### src/pbmr_consts.svh
// register indices, field positions, reset values and timing counts of the phy register bank
//----------------------------------------------------------------------
//----------------------------------------------------------------------
`ifndef PBMR_CONSTS_SVH
`define PBMR_CONSTS_SVH

//----------------------------------------------------------------------
// register indices
//----------------------------------------------------------------------
`define PBMR_IDX_CONTROL 5'h00
`define PBMR_IDX_STATUS 5'h01
`define PBMR_IDX_ID_HIGH 5'h02
`define PBMR_IDX_ID_LOW 5'h03
`define PBMR_IDX_ADVERT 5'h04

//----------------------------------------------------------------------
// control field positions
//----------------------------------------------------------------------
`define PBMR_CTL_SOFT_RESET 15
`define PBMR_CTL_LOOPBACK 14
`define PBMR_CTL_SPEED_100 13
`define PBMR_CTL_AN_ENABLE 12
`define PBMR_CTL_POWER_DOWN 11
`define PBMR_CTL_AN_RESTART 9
`define PBMR_CTL_FULL_DUPLEX 8
`define PBMR_CTL_COL_TEST 7

//----------------------------------------------------------------------
// status field positions and fixed ability bits
//----------------------------------------------------------------------
`define PBMR_STS_AN_COMPLETE 5
`define PBMR_STS_REMOTE_FAULT 4
`define PBMR_STS_LINK_UP 2
`define PBMR_STS_JABBER 1
`define PBMR_STS_FIXED 16'h7809

//----------------------------------------------------------------------
// advertisement field positions, masks and reset values
//----------------------------------------------------------------------
`define PBMR_ADV_REMOTE_FAULT 13
`define PBMR_ADV_PAUSE_LSB 10
`define PBMR_ADV_WRITE_MASK 16'h2DFF
`define PBMR_ADV_RESET 16'h01E1
`define PBMR_CTL_RESET_SPEED 1'h1
`define PBMR_CTL_RESET_AN_ENABLE 1'h1

//----------------------------------------------------------------------
// identifier reset values, arbitrary neutral codes
//----------------------------------------------------------------------
`define PBMR_ID_HIGH_RESET 16'h1234
`define PBMR_ID_LOW_RESET 16'h5670

//----------------------------------------------------------------------
// soft reset duration
//----------------------------------------------------------------------
`define PBMR_CLK_PERIOD_NS 10
`define PBMR_SOFT_RESET_NS 200
`define PBMR_SOFT_RESET_CYCLES \
	((`PBMR_SOFT_RESET_NS + `PBMR_CLK_PERIOD_NS - 1) / `PBMR_CLK_PERIOD_NS)

`endif

### src/pbmr_pkg.sv
// types shared by the phy register bank
package pbmr_pkg;
	// soft reset sequencer states
	typedef enum logic [0:0] {
		PBMR_RUN = 1'b0,
		PBMR_SOFT_RESET = 1'b1
	} pbmr_state_t;
	// pause advertisement codes
	typedef enum logic [1:0] {
		PBMR_PAUSE_NONE = 2'b00,
		PBMR_PAUSE_SYM = 2'b01,
		PBMR_PAUSE_ASYM = 2'b10,
		PBMR_PAUSE_BOTH = 2'b11
	} pbmr_pause_t;
endpackage

### src/pbmr_regs.sv
// phy basic management register bank with indexed access
`include "pbmr_consts.svh"
module pbmr_regs #(
	parameter int DATA_W = 16,
	parameter int INDEX_W = 5
) (
	// clock and reset
	input wire logic ref_clk_in,
	input wire logic rst_n_in,
	// indexed management access from the mac
	input wire logic [INDEX_W-1:0] index_in,
	input wire logic wr_strobe_in,
	input wire logic [DATA_W-1:0] wr_data_in,
	input wire logic rd_strobe_in,
	output logic [DATA_W-1:0] rd_data_out,
	output logic rd_valid_out,
	// state reported by the phy core
	input wire logic link_up_in,
	input wire logic remote_fault_in,
	input wire logic jabber_in,
	input wire logic an_complete_in,
	input wire logic an_speed_100_in,
	input wire logic an_full_duplex_in,
	input wire logic [1:0] partner_pause_in,
	// controls driven into the phy core
	output logic soft_reset_out,
	output logic an_restart_out,
	output logic an_enable_out,
	output logic loopback_out,
	output logic power_down_out,
	output logic col_test_out,
	output logic speed_100_out,
	output logic full_duplex_out,
	output logic [1:0] pause_cfg_out,
	output logic [DATA_W-1:0] advert_out
);
	//----------------------------------------------------------------------
	// declarations
	//----------------------------------------------------------------------
	localparam int CNT_W = 8; // soft reset counter width
	localparam logic [CNT_W-1:0] RST_LAST = CNT_W'(`PBMR_SOFT_RESET_CYCLES - 1);

	pbmr_pkg::pbmr_state_t state; // soft reset sequencer
	logic [CNT_W-1:0] rst_cnt; // cycles spent in soft reset
	logic ctl_loopback; // loopback select
	logic ctl_speed_100; // manual speed
	logic ctl_an_enable; // autonegotiation enable
	logic ctl_power_down; // general power down
	logic ctl_an_restart; // self-clearing restart
	logic ctl_full_duplex; // manual duplex
	logic ctl_col_test; // collision test
	logic [DATA_W-1:0] id_high; // identifier one
	logic [DATA_W-1:0] id_low; // identifier two
	logic [DATA_W-1:0] advert; // advertisement register
	logic an_done; // autonegotiation complete flag
	logic flag_remote_fault; // latched remote fault
	logic flag_jabber; // latched jabber
	logic flag_link; // latched link status
	logic wr_ok; // write accepted this cycle
	logic status_read; // status register read
	logic [DATA_W-1:0] ctl_word; // assembled control read value
	logic [DATA_W-1:0] sts_word; // assembled status read value
	logic [1:0] next_pause; // resolved pause setting

	//----------------------------------------------------------------------
	// decode helper
	//----------------------------------------------------------------------
	// true when an access hits the given register index
	function automatic logic pbmr_hit(input logic [INDEX_W-1:0] idx,
		input logic [4:0] target);
		pbmr_hit = (idx == INDEX_W'(target));
	endfunction

	//----------------------------------------------------------------------
	// access qualifiers
	//----------------------------------------------------------------------
	// writes are ignored while a soft reset is running
	assign wr_ok = wr_strobe_in && (state == pbmr_pkg::PBMR_RUN);
	// a status read clears the latched flags
	assign status_read = rd_strobe_in && pbmr_hit(index_in, `PBMR_IDX_STATUS);

	//----------------------------------------------------------------------
	// soft reset sequencer
	//----------------------------------------------------------------------
	// a write with the reset bit set runs a fixed-length reset
	always_ff @(posedge ref_clk_in)
	begin
		if (!rst_n_in)
		begin
			state <= pbmr_pkg::PBMR_RUN;
			rst_cnt <= '0;
		end
		else
		begin
			unique case (state)
				pbmr_pkg::PBMR_RUN:
				begin
					rst_cnt <= '0;
					// other bits of that write are not used
					if (wr_ok && pbmr_hit(index_in, `PBMR_IDX_CONTROL) &&
						wr_data_in[`PBMR_CTL_SOFT_RESET])
						state <= pbmr_pkg::PBMR_SOFT_RESET;
				end
				pbmr_pkg::PBMR_SOFT_RESET:
				begin
					// bit clears by itself when the count ends
					if (rst_cnt == RST_LAST)
						state <= pbmr_pkg::PBMR_RUN;
					else
						rst_cnt <= rst_cnt + CNT_W'(1);
				end
			endcase
		end
	end

	//----------------------------------------------------------------------
	// control register
	//----------------------------------------------------------------------
	// read/write control fields, returned to defaults by soft reset
	always_ff @(posedge ref_clk_in)
	begin
		if (!rst_n_in || state == pbmr_pkg::PBMR_SOFT_RESET)
		begin
			ctl_loopback <= 1'b0;
			ctl_speed_100 <= `PBMR_CTL_RESET_SPEED;
			ctl_an_enable <= `PBMR_CTL_RESET_AN_ENABLE;
			ctl_power_down <= 1'b0;
			ctl_full_duplex <= 1'b0;
			ctl_col_test <= 1'b0;
		end
		else if (wr_ok && pbmr_hit(index_in, `PBMR_IDX_CONTROL) &&
			!wr_data_in[`PBMR_CTL_SOFT_RESET])
		begin
			ctl_loopback <= wr_data_in[`PBMR_CTL_LOOPBACK];
			ctl_speed_100 <= wr_data_in[`PBMR_CTL_SPEED_100];
			ctl_an_enable <= wr_data_in[`PBMR_CTL_AN_ENABLE];
			// relies on enable having been cleared beforehand
			ctl_power_down <= wr_data_in[`PBMR_CTL_POWER_DOWN];
			ctl_full_duplex <= wr_data_in[`PBMR_CTL_FULL_DUPLEX];
			ctl_col_test <= wr_data_in[`PBMR_CTL_COL_TEST];
		end
	end

	//----------------------------------------------------------------------
	// restart autonegotiation
	//----------------------------------------------------------------------
	// one-cycle restart, the bit then clears by itself
	always_ff @(posedge ref_clk_in)
	begin
		if (!rst_n_in)
			ctl_an_restart <= 1'b0;
		else if (ctl_an_restart)
			ctl_an_restart <= 1'b0;
		else
			ctl_an_restart <= wr_ok && pbmr_hit(index_in, `PBMR_IDX_CONTROL) &&
				!wr_data_in[`PBMR_CTL_SOFT_RESET] &&
				wr_data_in[`PBMR_CTL_AN_RESTART];
	end

	//----------------------------------------------------------------------
	// identifier registers
	//----------------------------------------------------------------------
	// writable identity words, kept across soft reset
	always_ff @(posedge ref_clk_in)
	begin
		if (!rst_n_in)
		begin
			id_high <= `PBMR_ID_HIGH_RESET;
			id_low <= `PBMR_ID_LOW_RESET;
		end
		else if (wr_ok)
		begin
			if (pbmr_hit(index_in, `PBMR_IDX_ID_HIGH))
				id_high <= wr_data_in; // oui bits 3 to 18
			if (pbmr_hit(index_in, `PBMR_IDX_ID_LOW))
				id_low <= wr_data_in; // oui, model, revision
		end
	end

	//----------------------------------------------------------------------
	// advertisement register
	//----------------------------------------------------------------------
	// reserved bits stay zero, the rest is writable
	always_ff @(posedge ref_clk_in)
	begin
		if (!rst_n_in || state == pbmr_pkg::PBMR_SOFT_RESET)
			advert <= `PBMR_ADV_RESET;
		else if (wr_ok && pbmr_hit(index_in, `PBMR_IDX_ADVERT))
			advert <= wr_data_in & `PBMR_ADV_WRITE_MASK;
	end

	//----------------------------------------------------------------------
	// latched status flags
	//----------------------------------------------------------------------
	// remote fault, latching high
	pbmr_latch_flag #(
		.LATCH_LOW(1'b0)
	) u_remote_fault (
		.ref_clk_in(ref_clk_in),
		.rst_n_in(rst_n_in),
		.level_in(remote_fault_in),
		.clear_in(status_read),
		.flag_out(flag_remote_fault)
	);
	// jabber, latching high
	pbmr_latch_flag #(
		.LATCH_LOW(1'b0)
	) u_jabber (
		.ref_clk_in(ref_clk_in),
		.rst_n_in(rst_n_in),
		.level_in(jabber_in),
		.clear_in(status_read),
		.flag_out(flag_jabber)
	);
	// link status, latching low
	pbmr_latch_flag #(
		.LATCH_LOW(1'b1)
	) u_link (
		.ref_clk_in(ref_clk_in),
		.rst_n_in(rst_n_in),
		.level_in(link_up_in),
		.clear_in(status_read),
		.flag_out(flag_link)
	);

	// live completion level, cleared by reset or restart
	always_ff @(posedge ref_clk_in)
	begin
		if (!rst_n_in || state == pbmr_pkg::PBMR_SOFT_RESET || ctl_an_restart)
			an_done <= 1'b0;
		else
			an_done <= an_complete_in && ctl_an_enable;
	end

	//----------------------------------------------------------------------
	// read value assembly
	//----------------------------------------------------------------------
	// control word, reserved bits zero
	always_comb
	begin
		ctl_word = '0;
		ctl_word[`PBMR_CTL_SOFT_RESET] = (state == pbmr_pkg::PBMR_SOFT_RESET);
		ctl_word[`PBMR_CTL_LOOPBACK] = ctl_loopback;
		ctl_word[`PBMR_CTL_SPEED_100] = ctl_speed_100;
		ctl_word[`PBMR_CTL_AN_ENABLE] = ctl_an_enable;
		ctl_word[`PBMR_CTL_POWER_DOWN] = ctl_power_down;
		ctl_word[`PBMR_CTL_AN_RESTART] = ctl_an_restart;
		ctl_word[`PBMR_CTL_FULL_DUPLEX] = ctl_full_duplex;
		ctl_word[`PBMR_CTL_COL_TEST] = ctl_col_test;
	end

	// status word, fixed abilities plus live and latched bits
	always_comb
	begin
		sts_word = `PBMR_STS_FIXED;
		sts_word[`PBMR_STS_AN_COMPLETE] = an_done;
		sts_word[`PBMR_STS_REMOTE_FAULT] = flag_remote_fault;
		sts_word[`PBMR_STS_LINK_UP] = flag_link;
		sts_word[`PBMR_STS_JABBER] = flag_jabber;
	end

	//----------------------------------------------------------------------
	// read port
	//----------------------------------------------------------------------
	// data one cycle after the strobe, unmapped indices read zero
	always_ff @(posedge ref_clk_in)
	begin
		if (!rst_n_in)
		begin
			rd_data_out <= '0;
			rd_valid_out <= 1'b0;
		end
		else
		begin
			rd_valid_out <= rd_strobe_in;
			if (rd_strobe_in)
			begin
				if (pbmr_hit(index_in, `PBMR_IDX_CONTROL))
					rd_data_out <= ctl_word;
				else if (pbmr_hit(index_in, `PBMR_IDX_STATUS))
					rd_data_out <= sts_word;
				else if (pbmr_hit(index_in, `PBMR_IDX_ID_HIGH))
					rd_data_out <= id_high;
				else if (pbmr_hit(index_in, `PBMR_IDX_ID_LOW))
					rd_data_out <= id_low;
				else if (pbmr_hit(index_in, `PBMR_IDX_ADVERT))
					rd_data_out <= advert;
				else
					rd_data_out <= '0;
			end
		end
	end

	//----------------------------------------------------------------------
	// pause resolution
	//----------------------------------------------------------------------
	// when both modes are advertised, pick at most one
	always_comb
	begin
		unique case (pbmr_pkg::pbmr_pause_t'(advert[`PBMR_ADV_PAUSE_LSB +: 2]))
			pbmr_pkg::PBMR_PAUSE_BOTH:
			begin
				if (partner_pause_in[0])
					next_pause = pbmr_pkg::PBMR_PAUSE_SYM;
				else if (partner_pause_in[1])
					next_pause = pbmr_pkg::PBMR_PAUSE_ASYM;
				else
					next_pause = pbmr_pkg::PBMR_PAUSE_NONE;
			end
			pbmr_pkg::PBMR_PAUSE_SYM:
				next_pause = partner_pause_in[0] ? pbmr_pkg::PBMR_PAUSE_SYM :
					pbmr_pkg::PBMR_PAUSE_NONE;
			pbmr_pkg::PBMR_PAUSE_ASYM:
				next_pause = partner_pause_in[1] ? pbmr_pkg::PBMR_PAUSE_ASYM :
					pbmr_pkg::PBMR_PAUSE_NONE;
			pbmr_pkg::PBMR_PAUSE_NONE:
				next_pause = pbmr_pkg::PBMR_PAUSE_NONE;
		endcase
	end

	//----------------------------------------------------------------------
	// core control outputs
	//----------------------------------------------------------------------
	// registered controls toward the phy core
	always_ff @(posedge ref_clk_in)
	begin
		if (!rst_n_in)
		begin
			soft_reset_out <= 1'b0;
			an_restart_out <= 1'b0;
			an_enable_out <= 1'b0;
			loopback_out <= 1'b0;
			power_down_out <= 1'b0;
			col_test_out <= 1'b0;
			speed_100_out <= 1'b0;
			full_duplex_out <= 1'b0;
			pause_cfg_out <= 2'h0;
			advert_out <= '0;
		end
		else
		begin
			soft_reset_out <= (state == pbmr_pkg::PBMR_SOFT_RESET);
			an_restart_out <= ctl_an_restart;
			an_enable_out <= ctl_an_enable;
			loopback_out <= ctl_loopback;
			power_down_out <= ctl_power_down;
			col_test_out <= ctl_col_test;
			// manual bits ignored while autonegotiation is on
			speed_100_out <= ctl_an_enable ? an_speed_100_in : ctl_speed_100;
			full_duplex_out <= ctl_an_enable ? an_full_duplex_in :
				ctl_full_duplex;
			// pause applies only once negotiation has completed
			pause_cfg_out <= an_done ? next_pause : 2'h0;
			advert_out <= advert;
		end
	end
endmodule // pbmr_regs

### src/pbmr_latch_flag.sv
// one latching status flag, latching high or latching low
module pbmr_latch_flag #(
	parameter bit LATCH_LOW = 1'b0
) (
	// clock and reset
	input wire logic ref_clk_in,
	input wire logic rst_n_in,
	// condition level and read clear
	input wire logic level_in,
	input wire logic clear_in,
	// latched value
	output logic flag_out
);
	//----------------------------------------------------------------------
	// latch
	//----------------------------------------------------------------------
	// the event always wins over a read in the same cycle
	always_ff @(posedge ref_clk_in)
	begin
		if (!rst_n_in)
			flag_out <= 1'b0;
		else if (LATCH_LOW)
		begin
			if (!level_in)
				flag_out <= 1'b0; // loss holds flag low
			else if (clear_in)
				flag_out <= 1'b1; // read reloads live level
		end
		else
		begin
			if (level_in)
				flag_out <= 1'b1; // event sets and holds
			else if (clear_in)
				flag_out <= 1'b0; // read clears
		end
	end
endmodule // pbmr_latch_flag

### config.mk
export PLATFORM = sky130hd
export DESIGN_NAME = pbmr_regs
export DESIGN_NICKNAME = d
export VERILOG_FILES = /design/src/pbmr_pkg.sv /design/src/pbmr_regs.sv /design/src/pbmr_latch_flag.sv
export VERILOG_INCLUDE_DIRS = /design/src
export SDC_FILE = /design/constraint.sdc
export NUM_CORES = 1
export LEC_CHECK = 0
export BUFFER_PORTS_ARGS = -buffer_cell sky130_fd_sc_hd__buf_2
export CELL_PAD_IN_SITES_DETAIL_PLACEMENT = 0
export CELL_PAD_IN_SITES_GLOBAL_PLACEMENT = 1
export CORE_UTILIZATION = 30
export DETAILED_ROUTE_END_ITERATION = 7
export GPL_TIMING_DRIVEN = 0
export HOLD_SLACK_MARGIN = 0.03
export PLACE_DENSITY_LB_ADDON = 0.08
export RECOVER_POWER = 25
export REMOVE_ABC_BUFFERS = 1
export SLEW_MARGIN = 20
export SYNTH_ARGS = -nofsm -noshare
export SYNTH_HDL_FRONTEND = slang
export SYNTH_SLANG_ARGS = --single-unit
### constraint.sdc
create_clock -name ref_clk_in -period 4.25 [get_ports ref_clk_in]
set_input_delay 0.425 -clock ref_clk_in [delete_from_list [all_inputs] [get_ports ref_clk_in]]
set_output_delay 0.425 -clock ref_clk_in [all_outputs]
set_load 0.02 [all_outputs]
; ---- Yosys cells after proc, flatten, opt, wreduce, memory -nomap -nowiden
; Index checks and enable logic that the tools add are counted.
[word_totals]
elab_cells = 80
ff_bits = 103
in_bits = 33
[classes]
add_sub_neg = 1
mux = 19
reduce_logical = 21
eq_ne = 9
n_bitwise = 2
[ops]
columns = cell, n
row1 = $mux 16, 4
row2 = $pmux 8 s2, 1
row3 = $mux 14, 1
row4 = $eq 5x2->1 const B, 2
row5 = $add 8x1->8 const B, 1
row6 = $eq 8x5->1 const B, 1
row7 = $logic_and 1x1->1, 8
row8 = $mux 1, 8
row9 = $mux 8, 1
row10 = $pmux 2 s4, 1
row11 = $reduce_and 2->1, 4
row12 = $eq 5x1->1 const B, 1
row13 = $eq 5x3->1 const B, 1
row14 = $logic_not 5->1, 1
row15 = $eq 2x2->1 const B, 2
row16 = $mux 2, 2
row17 = $reduce_bool 2->1, 2
row18 = $eq 2x1->1 const B, 1
row19 = $logic_not 1->1, 2
row20 = $logic_not 2->1, 1
row21 = $logic_or 1x1->1, 2
row22 = $ne 2x2->1 const B, 1
row23 = $not 1->1, 2
row24 = $pmux 1 s2, 1
row25 = $reduce_or 2->1, 1

; ---- Logic depth before layout (Yosys ltp)
; Gate-level depths: netlist (run 1).
[depth]
depth_word = 6
depth_mapped = 7
ltp_nobuf = 4

; ---- Cells and area by module
; A second synthesis (run 1) with hierarchy kept.
[unflattened]
hier_cells = 454
area_unflattened_um2 = 4092.7
[by_module_without_submodules]
columns = module, area_each_um2, cells_per_inst, n_inst, seq_area_each_um2
row1 = pbmr_regs, 3980.1, 446, 1, 2001.9
row2 = pbmr_latch_flag (u_jabber ...), 41.3, 3, 2, 20.0
row3 = pbmr_latch_flag (u_link), 30.0, 2, 1, 20.0

; ---- Worst setup path after synthesis (run 1)
; OpenSTA, ideal clock, no wires.
[synth_timing]
path_kind = input to register
start = input port index_in[4]
end = register id_high[12]
setup_time_ps = 137
path_buffers = 3
t_required_ps = 4113
slack_ps = 2328
arrival_ps = 1785
path_stages = 7
cell_sequence = or4b_1 buf_2 or3_1 buf_6 buf_6 nand2_1 nand3_1
[synth_between]
elab_chain_cells = 2
[synth_rtl]
columns = item, line_no
row1 = start: declaration, pbmr_regs.sv:11  ; input wire logic [INDEX_W-1:0] index_in,
row2 = $eq 5x2->1, pbmr_regs.sv:71  ; pbmr_hit = (idx == INDEX_W'(target));
row3 = $reduce_and 2->1 (no source line), n/a
row4 = end signal: assignment, pbmr_regs.sv:168  ; id_high <= `PBMR_ID_HIGH_RESET;
row5 = end signal: assignment, pbmr_regs.sv:174  ; id_high <= wr_data_in;
row6 = end: declaration, pbmr_regs.sv:52  ; logic [DATA_W-1:0] id_high;
; Every way passes these cells.
; A chain may end at the register's enable or synchronous reset.

==> impl_metrics.py, run 1 <==
metrics = {
    "worst_setup_path": {
        "rrSetupSlack_ns": 2.09,
        "critPathKind": "in2reg",
        "cp-start-kind": "primary input",
        "required_ns": 4.52,
        "arrival_ns": 2.97,
        "path_max_fanout": 49,
        "end_kind": "register",
    },
    "clock_tree": {
        "clkSlewWorstSetupHoldPaths_ns": 0.07,
        "root_buffer": "clkbuf_16",
        "cts_resized": 0,
        "hold_buffers": 0,
        "cts_tree": "built",
        "clock_path_buffers": 2,
        "h-tree-depth": 3,
        "clock-sinks": 103,
        "clock_latency_ns": 0.35,
        "numCtsBuffers": 9,
        "postCtsSetupRepairBufs": 0,
    },
    "floorplanning": {
        "dieArea_um2": 14020,
        "pin_count": 76,
        "die_h_um": 118.4,
        "rows": 42,
        "die_width_um": 118.4,
        "coreArea_um2": 13240,
        "initial_core_util_pct": 30.71,
    },
    "global_route": {
        "grt_first_pass_wirelength_mm": 18.61,
        "grt_pass1_vias": 3329,
        "grt_usage_pct": 17.79,
        "busiest_layer": "met2",
        "use_met2_pct": 28.75,
        "antenna_found_initial": 0,
        "use_met1_pct": 23.04,
        "grt_max_degree": 50,
        "overflow": 0,
        "gr-usage-met3_pct": 4.778,
    },
    "synth": {
        "synth.cell_area_um2": 4066,
        "synth_top_family_by_area": "simple AND/OR/NAND/NOR gates",
        "synth_compound_area_share_pct": 14.49,
        "synth-seq-cells": 103,
        "synth-edff-count": 0,
        "synth_xor_area_share_pct": 1.292,
        "syn_inst": 466,
        "syn_avg_cell_area_um2": 8.726,
        "synthMuxAreaShare_pct": 3.723,
        "yosysWarnings": 0,
        "yosys.area_share.simple_pct": 24.55,
        "synth.area.top_cells": "dfxtp_1, nand2_1, nand3_1, a21oi_1, and2_1",
        "synth_top_area_share_pct": 50.71,
        "ys_seq_area_share_pct": 50.71,
        "synthArstFlopShare_pct": 0,
        "yosys.area.top_type": "dfxtp_1",
        "ys.flop_type": "dfxtp_1",
        "synth_fa_ha_area_share_pct": 0.3077,
        "ys_types": 46,
    },
    "finish": {
        "nFillCells": 1452,
        "drive_above_1_share_pct": 14.48,
        "nNetsFinal": 554,
        "final_cell_mix": "dfxtp_1, nand2_1, buf_2",
        "layout_commonest_cell": "dfxtp_1",
        "area_delta_synth_final_pct": 17.75,
        "diodes": 0,
        "ff_latch_area_um2": 2062,
        "multi_input_area_um2": 1837,
    },
    "outcome": {
        "outcome": "finished clean",
    },
    "detailed_routing": {
        "avgViaCountPerCell": 4.923,
        "drtIter0Drc": 237,
        "wirelength_mm": 11.87,
        "post_drt_wl_per_cell_um": 16.93,
        "ant_nets": 0,
        "route.detailed.drc": 0,
        "first_pass_iters": 4,
        "vias": 3451,
    },
    "power_and_ir_drop": {
        "power.total_w": 0.001973,
        "power_frac_seq_pct": 50.0,
        "internal_power_w": 0.001518,
        "combPwrFrac_pct": 6.4,
        "p_leak_nw": 1.946,
        "netSwitchingFraction_pct": 23.05,
        "ir_worst_vdd_v": 0.0002392,
        "p_clk_share_pct": 43.6,
        "power.density_nw_per_um2": 412.0,
        "switchingPower_w": 0.0004548,
    },
    "placed_design": {
        "dp_hpwl_mm": 7.814,
        "gp_congestion": 0.7343,
        "io_buffers": 71,
    },
    "sta": {
        "fin_crit_sh_pct": 63.54,
        "hold_violations": 0,
        "period_minus_slack_ns": 2.701,
        "worst_slew_pin_slew_ns": 0.9608,
        "tns_ns": 0,
        "finalMaxSlewViolations": 0,
        "finClkSkew_ns": 0.005454,
        "setup_viol": 0,
        "max_freq_mhz": 370.3,
        "max_slew_margin_pct": 35.88,
        "rsz0062_at_grt": "false",
    },
    "run": {
        "max_cap_viol_count": 0,
    },
    "min_path": {
        "hold_path_class": "in2reg",
    },
}
==> sequential cells by signal, indices dropped and copies added, names as in the netlist, 2 cells and up <==
register and cells:
advert 12, advert_out 12, id_high 16, id_low 16, pause_cfg_out 2, rd_data_out 16
rst_cnt 8
==> worst paths after layout <==
kind	start	to	cells past startpoint
setup / recovery	rst_n_in	rd_data_out[1]	5
hold / removal	partner_pause_in[0]	pause_cfg_out[1]	2
setup reg to reg	state	advert[7]	4
hold reg to reg	id_high[6]	id_high[6]	2
==> cells by family after synthesis <==
family                   count (synthesis)
AND/OR/NAND/NOR                        208
buffers and inverters                   38
flip-flops                             103
other                                    1
adder cells (fa/ha/maj)                  1
AO/OA/AOI/OAI                           94
XOR/XNOR                                 6
multiplexers                            15
==> synth_stat cells, types with 5 or more instances <==
library cell and instances:
nand3_1 42, nand2b_1 5, buf_2 7, inv_1 7, nor2b_1 6, o21ai_0 17, nand2_1 82, dfxtp_1 103
and2_1 23, clkbuf_1 14, nor3_1 5, mux2i_1 14, o21ai_1 5, a21oi_1 37, nor2_1 27
==> through the flow <==
| stage | std cells | setup slack (ns) | instance area [um^2] | util [%] | hold slack [ns] |
|---|---|---|---|---|---|
| CTS | 701 | 1.431 | 4811 | 36.33 | 0.2516 |
| global route | 701 | 1.310 | 4788 | 36.16 | 0.2556 |
| floorplan | 438 | 2.273 | 3908 | - | 0.4287 |
| detailed placement | 685 | 1.075 | 4501 | 33.99 | 0.4417 |
| global placement | 685 | 0.7203 | 4483 | 33.85 | 0.4375 |
| finish | 701 | 1.549 | 4788 | 36.16 | 0.2607 |
==> metal layers <==
metal	up-vias	routed length, um
li1	1715	-
met1	1635	5506
met3	12	595
met4	0	183
met2	89	5584
met5	-	0
==> power by group through the flow <==
stage	clock (W)	sequential [W]	combinational, W
floorplan	0	0.00102	0.0000485
global placement	0	0.00101	0.000128
detailed placement	0	0.00101	0.000130
CTS	0.000882	0.000986	0.000130
global route	0.000923	0.000987	0.000140
finish	0.000861	0.000986	0.000127
==> worst max-delay path, stage by stage <==
cell and delay, ns:
buf_2 0.67, inv_1 0.71, nor2_2 0.76, a21oi_1 0.16, a32oi_1 0.19
==> final cells by class <==
| class | instances | share of cell area, % |
|---|---|---|
| Clock buffer | 13 | 5.644 |
| Timing Repair Buffer | 71 | 6.951 |
| Multi-Input combinational cell | 328 | 38.36 |
| Clock inverter | 3 | 0.8362 |
| Inverter | 7 | 0.5487 |
| Sequential cell | 103 | 43.06 |
| Tap cell | 176 | 4.599 |
No activity file was read; power rests on OpenSTA's default activity.
==> run 2: changes to the inputs <==
Clock period 4.25 ns to 2.35 ns, I/O delays scaled along.
==> run 2 against run 1 <==
  * Die area did not move
  * Non-clock buffer count did not move
  * Combinational power rose by 84%
  * Worst hold slack got worse by 0.19 ns
  * Cell count rose by 0.14%
  * Critical endpoint is now id_low[1]
  * Sequential power rose by 81%
  * Largest cell class unchanged
  * Clock power rose by 81%
  * Critical path depth did not move
  * Highest routed layer unchanged
==> impl_metrics.py, run 2 (synthesis results as in run 1) <==
metrics = {
    "outcome": {
        "outcome": "finished clean",
    },
    "global_route": {
        "grt_first_pass_wirelength_mm": 18.80,
        "grt_max_degree": 51,
        "overflow": 0,
        "busiest_layer": "met2",
        "grt_usage_pct": 18.04,
        "use_met2_pct": 29.26,
        "gr-usage-met3_pct": 4.826,
        "grt_pass1_vias": 3343,
        "use_met1_pct": 23.40,
        "antenna_found_initial": 0,
    },
    "clock_tree": {
        "clock-sinks": 103,
        "numCtsBuffers": 9,
        "root_buffer": "clkbuf_16",
        "clock_path_buffers": 2,
        "cts_tree": "built",
        "h-tree-depth": 3,
        "hold_buffers": 0,
        "postCtsSetupRepairBufs": 0,
        "clkSlewWorstSetupHoldPaths_ns": 0.07,
        "clock_latency_ns": 0.35,
    },
    "floorplanning": {
        "dieArea_um2": 14020,
        "initial_core_util_pct": 30.71,
        "coreArea_um2": 13240,
        "die_h_um": 118.4,
        "pin_count": 76,
        "die_width_um": 118.4,
        "rows": 42,
    },
    "finish": {
        "nNetsFinal": 555,
        "final_util_pct": 36.33,
        "reg_top3": "id_high: 16 flops, id_low: 16 flops, rd_data_out: 16 flops",
        "area_delta_synth_final_pct": 18.31,
        "nFillCells": 1450,
        "final_cell_mix": "dfxtp_1, nand2_1, buf_2",
        "layout_commonest_cell": "dfxtp_1",
        "stdcell_area_um2": 4811,
        "stdcell_count": 702,
        "drive_above_1_share_pct": 15.59,
        "diodes": 0,
    },
    "sta": {
        "finalMaxSlewViolations": 0,
        "fin_crit_sh_pct": 96.09,
        "tns_ns": 0,
        "max_slew_margin_pct": 40.68,
        "setup_viol": 0,
        "rsz0062_at_grt": "true",
        "hold_violations": 0,
        "finClkSkew_ns": 0.007798,
        "holdWs_ns": 0.07292,
        "period_minus_slack_ns": 2.258,
        "worst_slew_pin_slew_ns": 0.8898,
        "max_freq_mhz": 442.9,
    },
    "min_path": {
        "hold_path_class": "in2reg",
    },
    "placed_design": {
        "dpl-instance-area_um2": 4501,
        "gp_congestion": 0.7343,
        "io_buffers": 71,
        "dpl.cell_count": 685,
        "dp_hpwl_mm": 7.814,
    },
    "detailed_routing": {
        "drtIter0Drc": 257,
        "vias": 3476,
        "first_pass_iters": 4,
        "post_drt_wl_per_cell_um": 17.22,
        "avgViaCountPerCell": 4.952,
        "ant_nets": 0,
        "wirelength_mm": 12.09,
        "route.detailed.drc": 0,
    },
    "run": {
        "max_cap_viol_count": 0,
    },
    "worst_setup_path": {
        "critPathBufInv": 1,
        "worst_path_largest_cell_delay_ns": 0.79,
        "critPathKind": "in2reg",
        "cp_cell_sequence": "buf_2 -> or4b_1 -> or3_1 -> nand3_1 -> o21ai_2",
        "crit_slowest_cell": "or3_1",
        "cp-start-kind": "primary input",
        "required_ns": 2.55,
        "path_delay_family": "simple AND/OR/NAND/NOR gates",
        "end_kind": "register",
        "arrival_ns": 2.46,
        "path_max_fanout": 20,
    },
    "power_and_ir_drop": {
        "power.density_nw_per_um2": 742.5,
        "p_leak_nw": 1.955,
        "ir_worst_vdd_v": 0.0004354,
    },
}
run 2: cell count changes in the layout (fill, tap and decap cells not counted), moves of 2 or more:
| cell | change |
|---|---|
| and2_0 | -3 |
| buf_2 | +2 |
| and2_1 | +3 |
| clkbuf_1 | -3 |
run 2: through the flow:
step / setup slack, ns / total power, W
6_report: 0.09196 / 0.003572
5_1_grt: -0.005892 / 0.003712
3_5_place_dp: -0.6353 / 0.002058
4_1_cts: 0.04494 / 0.003617
3_3_place_gp: -0.9897 / 0.002054
2_1_floorplan: 0.5627 / 0.001926
run 2: per-layer routing:
layer	share of wire [%]	vias to the layer above	wire length, um
met5	0	-	0
met4	1.2	0	146
met3	5.5	12	660
met2	48	96	5772
met1	46	1655	5509
li1	-	1713	-
run 2: path summary, 6_finish.rpt:
kind	startpoint	endpoint	slack, ns	depth (start not counted)
worst max-delay path	index_in[1]	id_low[1]	0.09	5
worst min-delay path	partner_pause_in[0]	pause_cfg_out[1]	0.07	2
worst max register to register	state	advert[7]	0.17	4
worst min register to register	id_high[6]	id_high[6]	0.45	2
run 2: cell type report:
cell class	instances	area, um^2	area share (%)
sequential	103	2062	42.86
multi-input combinational	328	1844	38.34
timing repair buffer	71	339.1	7.048
clock buffer	13	270.3	5.618
tap	176	220.2	4.577
clock inverter	3	40.04	0.8323
inverter	7	30.03	0.6242
timing repair inverter	1	5.005	0.1040
run 2: timing repair:
| item | CTS | global route |
|---|---|---|
| cloned | 1 | 0 |
| pin swaps | 0 | 0 |
| endpoints found under the setup margin | 18 | 8 |
| gates resized for setup | 3 | 1 |
run 2: worst reg2reg max path, cell delays in order (launching register included):
cell and delay [ns]:
dfxtp_1 0.39, nor2b_2 0.66, nand3_1 0.67, nand2_1 0.24, nand3_1 0.09
run 2: where the power goes:
group | switching (W) | internal [W] | total, W | leakage [nW]
clock network | 0.000645 | 0.000910 | 0.00156 | 0.156
logic | 0.000168 | 0.0000663 | 0.000234 | 0.964
registers | 0.0000122 | 0.00177 | 0.00178 | 0.836
==> run 3: changes to the inputs <==
Settings changed: BUFFER_PORTS_ARGS -buffer_cell sky130_fd_sc_hd__buf_2 to unset, CTS_BUF_LIST set to sky130_fd_sc_hd__clkbuf_16, DONT_BUFFER_PORTS set to 1.
==> run 3 against run 2 <==
  * Critical path type is now reg2reg
  * Register-to-register slack improved by 0.24 ns
  * Sequential cell count did not move
  * Highest routed layer unchanged
  * Clock skew fell by 0.0021 ns
  * Largest power group unchanged
  * Critical path depth fell by 1
  * Fmax rose by 16%
  * Non-clock buffer count fell by 45
  * Global-route usage rose by 1.1 points
==> impl_metrics.py, run 3 (synthesis results as in run 1) <==
metrics = {
    "detailed_routing": {
        "route.detailed.drc": 0,
        "wirelength_mm": 12.73,
        "drtIter0Drc": 205,
        "post_drt_wl_per_cell_um": 19.47,
        "avgViaCountPerCell": 5.102,
        "ant_nets": 0,
        "vias": 3337,
        "first_pass_iters": 5,
    },
    "clock_tree": {
        "clock-sinks": 103,
        "clock_latency_ns": 0.35,
        "numCtsBuffers": 9,
        "postCtsSetupRepairBufs": 0,
        "cts_tree": "built",
        "clock_path_buffers": 2,
        "root_buffer": "clkbuf_16",
        "h-tree-depth": 3,
        "clkSlewWorstSetupHoldPaths_ns": 0.07,
    },
    "finish": {
        "nFillCells": 1432,
        "layout_commonest_cell": "dfxtp_1",
        "ff_latch_area_um2": 2062,
        "nNetsFinal": 509,
        "reg_top3": "id_high: 16 flops, id_low: 16 flops, rd_data_out: 16 flops",
        "drive_above_1_share_pct": 3.975,
        "diodes": 0,
        "final_cell_mix": "dfxtp_1, nand2_1, nand3_1",
        "multi_input_area_um2": 1842,
        "area_delta_synth_final_pct": 14.74,
    },
    "global_route": {
        "grt_first_pass_wirelength_mm": 19.84,
        "grt_max_degree": 40,
        "grt_pass1_vias": 3314,
        "antenna_found_initial": 0,
        "grt_usage_pct": 19.14,
        "overflow": 0,
    },
    "worst_setup_path": {
        "rrSetupSlack_ns": 0.41,
        "end_kind": "register",
        "path_max_fanout": 19,
        "arrival_ns": 2.21,
        "required_ns": 2.62,
        "cp-start-kind": "register",
        "critPathKind": "reg2reg",
    },
    "placed_design": {
        "dp_hpwl_mm": 7.841,
        "post-place-ws_ns": 0.07158,
        "io_buffers": 0,
        "gp_congestion": 0.6948,
    },
    "power_and_ir_drop": {
        "p_leak_nw": 1.780,
        "power.density_nw_per_um2": 714.1,
        "ir_worst_vdd_v": 0.0002827,
        "power.total_w": 0.003332,
    },
    "run": {
        "max_cap_viol_count": 0,
    },
    "sta": {
        "timing.final.ws_setup_ns": 0.4088,
        "hold_violations": 0,
        "rsz0062_at_grt": "false",
        "worst_slew_pin_slew_ns": 0.9167,
        "holdWs_ns": 0.03782,
        "finalMaxSlewViolations": 0,
        "tns_ns": 0,
        "finClkSkew_ns": 0.005683,
        "max_freq_mhz": 515.2,
        "fin_crit_sh_pct": 82.60,
        "max_slew_margin_pct": 38.82,
        "setup_viol": 0,
        "period_minus_slack_ns": 1.941,
    },
    "floorplanning": {
        "initial_core_util_pct": 30.71,
        "die_width_um": 118.4,
        "pin_count": 76,
        "rows": 42,
        "dieArea_um2": 14020,
        "die_h_um": 118.4,
        "coreArea_um2": 13240,
    },
    "min_path": {
        "hold_path_class": "in2reg",
    },
    "outcome": {
        "outcome": "finished clean",
    },
}
## run 3: cell types whose count changed in the layout (fill, tap and decap cells not counted), moves of 2 or more
| cell | delta |
|---|---|
| dlygate4sd3_1 | +25 |
| buf_2 | -55 |
| inv_1 | +3 |
| clkbuf_1 | -16 |
| clkinv_1 | +2 |
| clkbuf_8 | -3 |
## run 3: worst paths after layout
path	depth (start not counted)	end	start
worst max-delay path	4	id_low[15]	state
worst min-delay path	2	id_high[8]	wr_data_in[8]
worst max register to register	4	id_low[15]	state
worst min register to register	2	id_low[2]	id_low[2]
## run 3: power by group
part	switching [W]	internal, W
registers	0.0000325	0.00177
logic	0.000115	0.0000699
clock network	0.000652	0.000691
total	0.000800	0.00253
## run 3: stage by stage
step | utilization [%] | cell area (um^2) | cells
detailed placement | 31.28 | 4143 | 614
CTS | 35.18 | 4658 | 654
floorplan | - | 3908 | 438
finish | 35.23 | 4666 | 654
global placement | 31.17 | 4128 | 614
global route | 35.23 | 4666 | 654
## run 3: what timing repair did
| item | 4_1_cts | 5_1_grt |
|---|---|---|
| gates resized for setup | 0 | 1 |
| setup endpoints to repair | 0 | 4 |
| hold endpoints to repair | 73 | 0 |
| hold buffers | 26 | 0 |
## run 3: final cells by class
class	count	share of cell area, %
multi-input cells	328	39.47
clock inverters	5	0.4291
flip-flops and latches	103	44.19
clock buffers	9	4.827
well taps	176	4.720
inverters	7	0.5632
repair buffers	26	5.792
## run 3: per-layer routing
metal / share of wire (%) / global-route usage [%] / wire (um)
met1: 48 / 25.38 / 6056
met2: 47 / 30.48 / 5957
met3: 3.9 / 3.716 / 501
met4: 1.7 / 7.753 / 216
met5: 0 / 0 / 0
## run 3: worst max-delay path, stage by stage, from the launching register on
cell and delay (ns):
dfxtp_1 0.50, nand2b_1 0.31, or3_1 0.75, nand2_1 0.12
a21oi_1 0.18
